===== config.mk =====
export PLATFORM = sky130hd
export DESIGN_NAME = asp_sample_port
export DESIGN_NICKNAME = d
export VERILOG_FILES = /design/src/hdl/asp_pkg.sv /design/src/hdl/asp_pipe.sv /design/src/hdl/asp_sample_port.sv
export SDC_FILE = /design/constraint.sdc
export NUM_CORES = 1
export LEC_CHECK = 0
export BUFFER_PORTS_ARGS = -buffer_cell sky130_fd_sc_hd__buf_2
export CORE_UTILIZATION = 40
export DETAILED_ROUTE_END_ITERATION = 8
export PLACE_DENSITY = 0.68
export SETUP_SLACK_MARGIN = 0.3
export SYNTH_ARGS = -nofsm -noshare
export SYNTH_HDL_FRONTEND = slang
export SYNTH_HIERARCHICAL = 1
export SYNTH_SLANG_ARGS = --single-unit
export TNS_END_PERCENT = 5

===== constraint.sdc =====
create_clock -name clk_i -period 2.2 [get_ports clk_i]
set_input_delay 0 -clock clk_i [delete_from_list [all_inputs] [get_ports clk_i]]
set_output_delay 0 -clock clk_i [all_outputs]
set_load 0.02 [all_outputs]

===== src/hdl/asp_pkg.sv =====
// Shared constants for the sample output port of the pipelined converter.
package asp_pkg;

	// ------------------------------------------------------------
	// Widths and depths
	// ------------------------------------------------------------
	localparam int ASP_DATA_W = 12;
	// Pipeline latency is not specified; this depth is a plain default
	localparam int ASP_PIPE_DEPTH = 6;
	localparam int ASP_CNT_W = 8;

	// ------------------------------------------------------------
	// Values after reset, and the counter's saturation limit
	// ------------------------------------------------------------
	localparam logic [ASP_DATA_W-1:0] ASP_WORD_RST = 12'h000;
	localparam logic [ASP_CNT_W-1:0] ASP_CNT_RST = 8'h00;
	localparam logic [ASP_CNT_W-1:0] ASP_CNT_MAX = 8'hff;

endpackage : asp_pkg


===== src/hdl/asp_pipe.sv =====
// Conversion pipeline: words and valid flags advance one stage per sample.
`timescale 1ns/1ps
module asp_pipe
	import asp_pkg::*;
#(
	parameter int W = ASP_DATA_W,
	parameter int DEPTH = ASP_PIPE_DEPTH
) (
	input wire logic clk_i,
	input wire logic arst_n_i,
	input wire logic shift_i,
	input wire logic flush_i,
	input wire logic [W-1:0] word_i,
	input wire logic valid_i,
	output logic [W-1:0] word_o,
	output logic valid_o
);

	logic [W-1:0] stage_word [DEPTH];
	logic [DEPTH-1:0] stage_valid;

	// ------------------------------------------------------------
	// Stages
	// ------------------------------------------------------------
	genvar g;
	generate
		for (g = 0; g < DEPTH; g++) begin : g_stage
			logic [W-1:0] stage_in;
			// Chosen at elaboration so stage 0 never names an index below the array
			if (g == 0) begin : g_first
				assign stage_in = word_i;
			end else begin : g_next
				assign stage_in = stage_word[g-1];
			end
			always_ff @(posedge clk_i or negedge arst_n_i) begin
				if (!arst_n_i) begin
					stage_word[g] <= W'(ASP_WORD_RST);
				end else if (shift_i) begin
					stage_word[g] <= stage_in;
				end
			end
		end
	endgenerate

	// Flush clears only the flags; stale words are harmless once marked invalid
	always_ff @(posedge clk_i or negedge arst_n_i) begin
		if (!arst_n_i) begin
			stage_valid <= '0;
		end else if (flush_i) begin
			stage_valid <= '0;
		end else if (shift_i) begin
			stage_valid <= {stage_valid[DEPTH-2:0], valid_i};
		end
	end

	assign word_o = stage_word[DEPTH-1];
	assign valid_o = stage_valid[DEPTH-1];

endmodule : asp_pipe


===== src/hdl/asp_sample_port.sv =====
// Top of the converter's digital side: sampling, pipeline, output drive.
`timescale 1ns/1ps
module asp_sample_port
	import asp_pkg::*;
#(
	parameter int W = ASP_DATA_W,
	parameter int DEPTH = ASP_PIPE_DEPTH
) (
	input wire logic clk_i,
	input wire logic arst_n_i,
	input wire logic sample_clk_i,
	input wire logic out_enable_n_i,
	input wire logic power_down_request_i,
	input wire logic [W-1:0] analog_code_i,
	output logic [W-1:0] sample_word_out_o,
	output logic [W-1:0] sample_word_oe_o,
	output logic sample_valid_o,
	output logic powered_down_o
);

	// ------------------------------------------------------------
	// Pin synchronisers
	// ------------------------------------------------------------
	logic sclk_s1, sclk_s2, sclk_s3;
	logic oe_n_s1, oe_n_s2;
	logic pd_s1, pd_s2;

	always_ff @(posedge clk_i or negedge arst_n_i) begin
		if (!arst_n_i) begin
			sclk_s1 <= 1'b0;
			sclk_s2 <= 1'b0;
			sclk_s3 <= 1'b0;
		end else begin
			sclk_s1 <= sample_clk_i;
			sclk_s2 <= sclk_s1;
			sclk_s3 <= sclk_s2;
		end
	end

	// Enable and power-down come up released and powered down, the safe side
	always_ff @(posedge clk_i or negedge arst_n_i) begin
		if (!arst_n_i) begin
			oe_n_s1 <= 1'b1;
			oe_n_s2 <= 1'b1;
			pd_s1 <= 1'b1;
			pd_s2 <= 1'b1;
		end else begin
			oe_n_s1 <= out_enable_n_i;
			oe_n_s2 <= oe_n_s1;
			pd_s1 <= power_down_request_i;
			pd_s2 <= pd_s1;
		end
	end

	// ------------------------------------------------------------
	// Sampling
	// ------------------------------------------------------------
	logic sample_rise;
	logic sample_take;
	logic [W-1:0] held_word;
	logic held_valid;
	logic [W-1:0] tail_word;
	logic tail_valid;
	logic [ASP_CNT_W-1:0] take_cnt;

	assign sample_rise = sclk_s2 && !sclk_s3;
	assign sample_take = sample_rise && !powered_down_o;

	always_ff @(posedge clk_i or negedge arst_n_i) begin
		if (!arst_n_i) begin
			powered_down_o <= 1'b1;
		end else begin
			powered_down_o <= pd_s2;
		end
	end

	// Sample-and-hold; the sign bit flip turns two's complement into offset binary
	always_ff @(posedge clk_i or negedge arst_n_i) begin
		if (!arst_n_i) begin
			held_word <= ASP_WORD_RST;
			held_valid <= 1'b0;
		end else if (powered_down_o) begin
			held_valid <= 1'b0;
		end else if (sample_take) begin
			held_word <= {~analog_code_i[W-1], analog_code_i[W-2:0]};
			held_valid <= 1'b1;
		end
	end

	asp_pipe #(
		.W(W),
		.DEPTH(DEPTH)
	) u_pipe (
		.clk_i(clk_i),
		.arst_n_i(arst_n_i),
		.shift_i(sample_take),
		.flush_i(powered_down_o),
		.word_i(held_word),
		.valid_i(held_valid),
		.word_o(tail_word),
		.valid_o(tail_valid)
	);

	// Takes since the last flush, saturating at ASP_CNT_MAX; read only by the checks (no-fall, flush and latency)
	always_ff @(posedge clk_i or negedge arst_n_i) begin
		if (!arst_n_i) begin
			take_cnt <= ASP_CNT_RST;
		end else if (powered_down_o) begin
			take_cnt <= ASP_CNT_RST;
		end else if (sample_take && take_cnt != ASP_CNT_MAX) begin
			take_cnt <= take_cnt + 8'h01;
		end
	end

	// ------------------------------------------------------------
	// Output word and drive
	// ------------------------------------------------------------
	// Word holds through power-down so a late reader still sees the last result
	always_ff @(posedge clk_i or negedge arst_n_i) begin
		if (!arst_n_i) begin
			sample_word_out_o <= ASP_WORD_RST;
			sample_valid_o <= 1'b0;
		end else begin
			sample_valid_o <= sample_take && tail_valid;
			if (sample_take && tail_valid) begin
				sample_word_out_o <= tail_word;
			end
		end
	end

	always_ff @(posedge clk_i or negedge arst_n_i) begin
		if (!arst_n_i) begin
			sample_word_oe_o <= '0;
		end else begin
			sample_word_oe_o <= {W{!oe_n_s2}};
		end
	end

	// ------------------------------------------------------------
	// Checks
	// ------------------------------------------------------------
	property p_no_fall_sample;
		@(posedge clk_i) disable iff (!arst_n_i)
		(!sclk_s2 && sclk_s3 && !powered_down_o) |=> $stable(held_word) && $stable(take_cnt);
	endproperty
	a_no_fall_sample: assert property (p_no_fall_sample)
		else $error("sample taken on a falling edge");

	property p_offset_code;
		@(posedge clk_i) disable iff (!arst_n_i)
		sample_take |=> held_word == {~$past(analog_code_i[W-1]), $past(analog_code_i[W-2:0])};
	endproperty
	a_offset_code: assert property (p_offset_code)
		else $error("held word not offset binary of input");

	property p_drive_on;
		@(posedge clk_i) disable iff (!arst_n_i)
		(!out_enable_n_i) [*5] |-> (&sample_word_oe_o);
	endproperty
	a_drive_on: assert property (p_drive_on)
		else $error("pins not driven while enable low");

	property p_drive_off;
		@(posedge clk_i) disable iff (!arst_n_i)
		out_enable_n_i [*4] |-> (sample_word_oe_o == '0);
	endproperty
	a_drive_off: assert property (p_drive_off)
		else $error("pins driven while enable high");

	property p_pd_enter;
		@(posedge clk_i) disable iff (!arst_n_i)
		power_down_request_i [*4] |-> powered_down_o ##1 !sample_valid_o;
	endproperty
	a_pd_enter: assert property (p_pd_enter)
		else $error("conversion continued in power-down");

	property p_pd_flush;
		@(posedge clk_i) disable iff (!arst_n_i)
		$rose(powered_down_o) |=> !held_valid && !tail_valid && take_cnt == ASP_CNT_RST;
	endproperty
	a_pd_flush: assert property (p_pd_flush)
		else $error("pipeline not flushed on power-down");

	property p_active;
		@(posedge clk_i) disable iff (!arst_n_i)
		(!power_down_request_i) [*5] |-> !powered_down_o;
	endproperty
	a_active: assert property (p_active)
		else $error("not active with power-down low");

	property p_word_out;
		@(posedge clk_i) disable iff (!arst_n_i)
		(sample_take && tail_valid) |=> sample_valid_o && sample_word_out_o == $past(tail_word);
	endproperty
	a_word_out: assert property (p_word_out)
		else $error("word not delivered on sample");

	property p_latency;
		@(posedge clk_i) disable iff (!arst_n_i)
		sample_valid_o |-> take_cnt >= ASP_CNT_W'(DEPTH + 2);
	endproperty
	a_latency: assert property (p_latency)
		else $error("word out before pipeline latency");

endmodule : asp_sample_port


* Yosys cells after proc, flatten, opt, wreduce, memory -nomap -nowiden
Cells that the tools add are included.
** Storage, ports and cells
- Output and inout bits :: 26
- Flip-flop bits (word level) :: 113
- Input port bits :: 17
- Logic and storage cells :: 34
** Operators by class
- Multiplexer cells :: 4
- Bitwise operators :: 2
- Reductions and logical operators :: 8
** Operators by type and width (number)
- 6-bit 2-to-1 mux :: 2
- 1-bit logical AND :: 3
- 1-bit logical NOT :: 3
- 1-bit 2-to-1 mux :: 2
- 1-bit NOT :: 2
- 2-bit AND reduction :: 1
- 2-bit nonzero test :: 1

* Logic depth before layout (Yosys ltp)
- Word-level depth :: 5
- Depth in mapped cells :: 7
- Mapped depth without buffers :: 3

* Hierarchy
Netlist, hierarchy kept.
** By module, submodules not included
- asp_pipe :: instances 1, area an instance 2967.8 sq um, cells each 171, seq. area each 1951.9 sq um
- asp_sample_port :: instances 1, area an instance 1341.3 sq um, cells each 79, seq. area each 882.1 sq um

* Least setup slack after synthesis
OpenSTA, ideal clock, no wires.
- Path kind :: register -> register
- From :: register powered_down_o
- To :: register u_pipe.stage_word, in the netlist u_pipe/g_stage[4].stage_in[0]
- Period minus slack after synthesis :: 1.750 ns
- Setup time :: 0.125 ns
- Arrival :: 1.625 ns
- Setup slack :: 0.450 ns
- Cell stages (with the launch flop) :: 7
- Path buffers :: 4
- Required time :: 2.075 ns
- Path through :: dfstp_2 nor3b_2 buf_6 buf_6 buf_6 buf_6 mux2_4
** Between the ends
- Word-level cells in the longest chain between the ends :: 2
** Ends and longest elaborated chain
- from (decl) :: line asp_sample_port.sv:18 : output logic powered_down_o
- from (signal assigned) :: line asp_sample_port.sv:73 : powered_down_o <= pd_s2;
- 1-bit logical NOT :: line asp_sample_port.sv:67 : assign sample_take = sample_rise && !powered_down_o;
- 1-bit logical AND :: line asp_sample_port.sv:67
- named net sample_take :: line asp_sample_port.sv:59 : logic sample_take;
- to (signal, indexed assignment) :: line asp_pipe.sv:37 : stage_word[g] <= W'(ASP_WORD_RST);
- to (signal, indexed assignment) :: line asp_pipe.sv:39 : stage_word[g] <= stage_in;
- to (decl) :: line asp_pipe.sv:19 : logic [W-1:0] stage_word [DEPTH];
The timed path passes the listed nets, and every way through them passes these cells.
A chain may end at the register's enable or synchronous reset.

* Worst setup path after layout
- From :: register powered_down_o
- To :: register u_pipe.stage_word, in the netlist u_pipe/g_stage[4].stage_in[9]
** Between the ends
- Word-level cells in the longest chain between the ends :: 2
** Ends and longest elaborated chain (line)
- 1-bit logical NOT :: asp_sample_port.sv:67
- 1-bit logical AND :: asp_sample_port.sv:67
Every way passes these cells.

==> reports/qor.yml <==
status: "finished clean"
cts_htree_levels: 4
cts-root-buf: "clkbuf_8"
syn_area_um2: 4310
cts_sinks: 113
hold_slack_ns: 0.0455
synth_most_common_cell: "dfrtp_1"
grt_max_degree: 73
grtUsageTotal: 0.123
synthTopCellsByArea: "dfrtp_1 (63%), mux2_2 (19%), mux2_4 (8.0%), dfstp_2 (3.0%), buf_4 (1.9%)"
synth_warnings: 6
worstPathArrival_ns: 1.98
grt_setup_unrepaired: "no"
switching_share: 0.224
layout_setup_ws_ns: 0.598
clk_path_buf_depth: 2
die-area_um2: 11200
place_congestion: 0.640
worst_slew_pin_slew_ns: 0.572
fmax_mhz: 624
ir_drop_v: 0.000415
worstPathRequired_ns: 2.58
worstSetupEndpointType: "flop"
pwr-share-seq: 0.469
hpwl_um: 3540
synth_area_per_cell_um2: 17.2
total_power_uw: 6600
via_count: 2061
crit_path_start_kind: "flop"
synth_edf_count: 0
hold_viol_final: 0
maxSlewViolCount: 0
p_int_uw: 5120
post-route-period-util: 0.728
ant_nets: 0
die_x_um: 106
core-area_um2: 10400
power_density_nw_per_um2: 1240
cts_setup_buffers: 0
io_pins: 43
routed_wl_um: 5900
grt_pass1_vias: 2108
fin_crit_ns: 1.60
synth_nets: 267
drc: 0
start_util: 0.416
combPwrFrac: 0.130
globalRouteOverflowTotal: 0
drt_iter0_markers: 101
max_cap_viol_count: 0
crit_fanout: 72
synth_common_cells: "dfrtp_1 (108), mux2_2 (72), mux2_4 (23)"
layout-drive-gt1-share: 0.553
dp_slack_ns: 0.609
p_sw_uw: 1480
r2r_slack_ns: 0.60
setup_violations: 0
clk_pin_slew_worst_paths_ns: 0.05
fillers: 870
cts_resized: 0
slew_headroom: 0.618
num_antenna_cells: 0
clkPwrFrac: 0.402
cts_tree: "yes"
yosys.area.top_type: "dfrtp_1"
yosys_register_bits: 113
synth.yosys.seq_area_share: 0.658
drt_first_pass_iters: 4
antenna_found_initial: 0
numCtsBuffers: 17
clkLatencyLatePin_ns: 0.50
wl_per_cell_um: 12.9
syn_inst: 250
grt_pass1_wl_um: 10500
synth_top_area_share: 0.627
synth.distinct_cells: 14
synth_async_sr_flop_share: 1.00
synthToLayoutAreaGrowth_pct: 23.6
hp-class: "input pin to asynchronous set/reset pin"
holdBufCountCts: 16
finalSetupTns_ns: 0
row_count: 37
p_leak_uw: 0.00247
nets: 326
fin_skew_ns: 0.00889
worstSetupPathType: "flop to flop"
portBuffers: 42
synth_top_flop_cell: "dfrtp_1"
viasPerCell: 4.50
die_h_um: 106
registers in the layout (all words and copies together) (netlist names), 6 cells and up:
signal / flops
u_pipe/stage_valid: 6
held_word: 12
sample_word_out_o: 12
u_pipe/g_stage.stage_in: 60
u_pipe/word_o: 12
critical path, cell delays in order, from the launching register on:
cell and delay (ns):
dfstp_2 0.42, nor3b_4 0.26, buf_12 0.37, mux2_2 0.39
placed cells by master, fill, tap and decap left out, drive strengths merged:
master       Yosys  routed
mux2i            7       7
dfstp            5       5
inv              3       3
mux2            95      95
bufinv           0       3
dfrtp          108     108
nor2             6       6
nand2b           1       1
and4bb           1       1
clkinvlp         0       3
buf             22      46
clkinv           0       5
nor3b            1       1
clkbuf           0      21
a21oi            1       1
dlygate4sd3      0      16
power groups by stage:
| stage | Clock, µW | Combinational (µW) | Sequential [µW] |
|---|---|---|---|
| global placement | 0 | 796 | 3080 |
| CTS | 2720 | 871 | 3100 |
| finish | 2650 | 856 | 3100 |
| global route | 2810 | 937 | 3190 |
| floorplan | 0 | 726 | 2990 |
| detailed placement | 0 | 836 | 3130 |
path summary, 6_finish.rpt:
| kind | from | endpoint | cells after the start |
|---|---|---|---|
| min in group clk_i | power_down_request_i | pd_s1 | 2 |
| min reg2reg | oe_n_s1 | oe_n_s2 | 0 |
| max in group asynchronous | arst_n_i | oe_n_s1 | 3 |
| min | arst_n_i | sample_word_out_o[1] | 2 |
| max reg2reg | powered_down_o | u_pipe/g_stage[4].stage_in[9] | 3 |
| max | powered_down_o | u_pipe/g_stage[4].stage_in[9] | 3 |
metrics by stage:
stage / area [µm²] / instances / utilization
finish: 5330 / 458 / 0.514
floorplan: 4310 / 250 / -
detailed placement: 4580 / 410 / 0.441
global placement: 4580 / 410 / 0.441
global route: 5330 / 458 / 0.514
CTS: 5330 / 458 / 0.514
logic make-up (layout without fill, tap and decap cells):
logic type / Yosys count / count (layout) / synth area share
DFF: 113 / 113 / 0.658
muxes: 102 / 102 / 0.285
buffers and inverters: 25 / 97 / 0.0433
and+or+nand+nor: 9 / 9 / 0.0134
AOI/OAI and AO/OA: 1 / 1 / 0.00116
cell type report:
type,count,area [µm²],area share
clock buffers,21,449,0.0844
well taps,136,170,0.0320
repair buffers,62,428,0.0804
clock inverters,11,138,0.0258
flip-flops and latches,113,2830,0.532
inverters,3,11.3,0.00211
multi-input cells,112,1290,0.243
routing by layer:
layer	track usage	wire length, µm
met1	0.163	2910
met2	0.173	2630
met3	0.0421	225
met4	0.0744	133
met5	0	0
(Power assumes the default switching activity.)
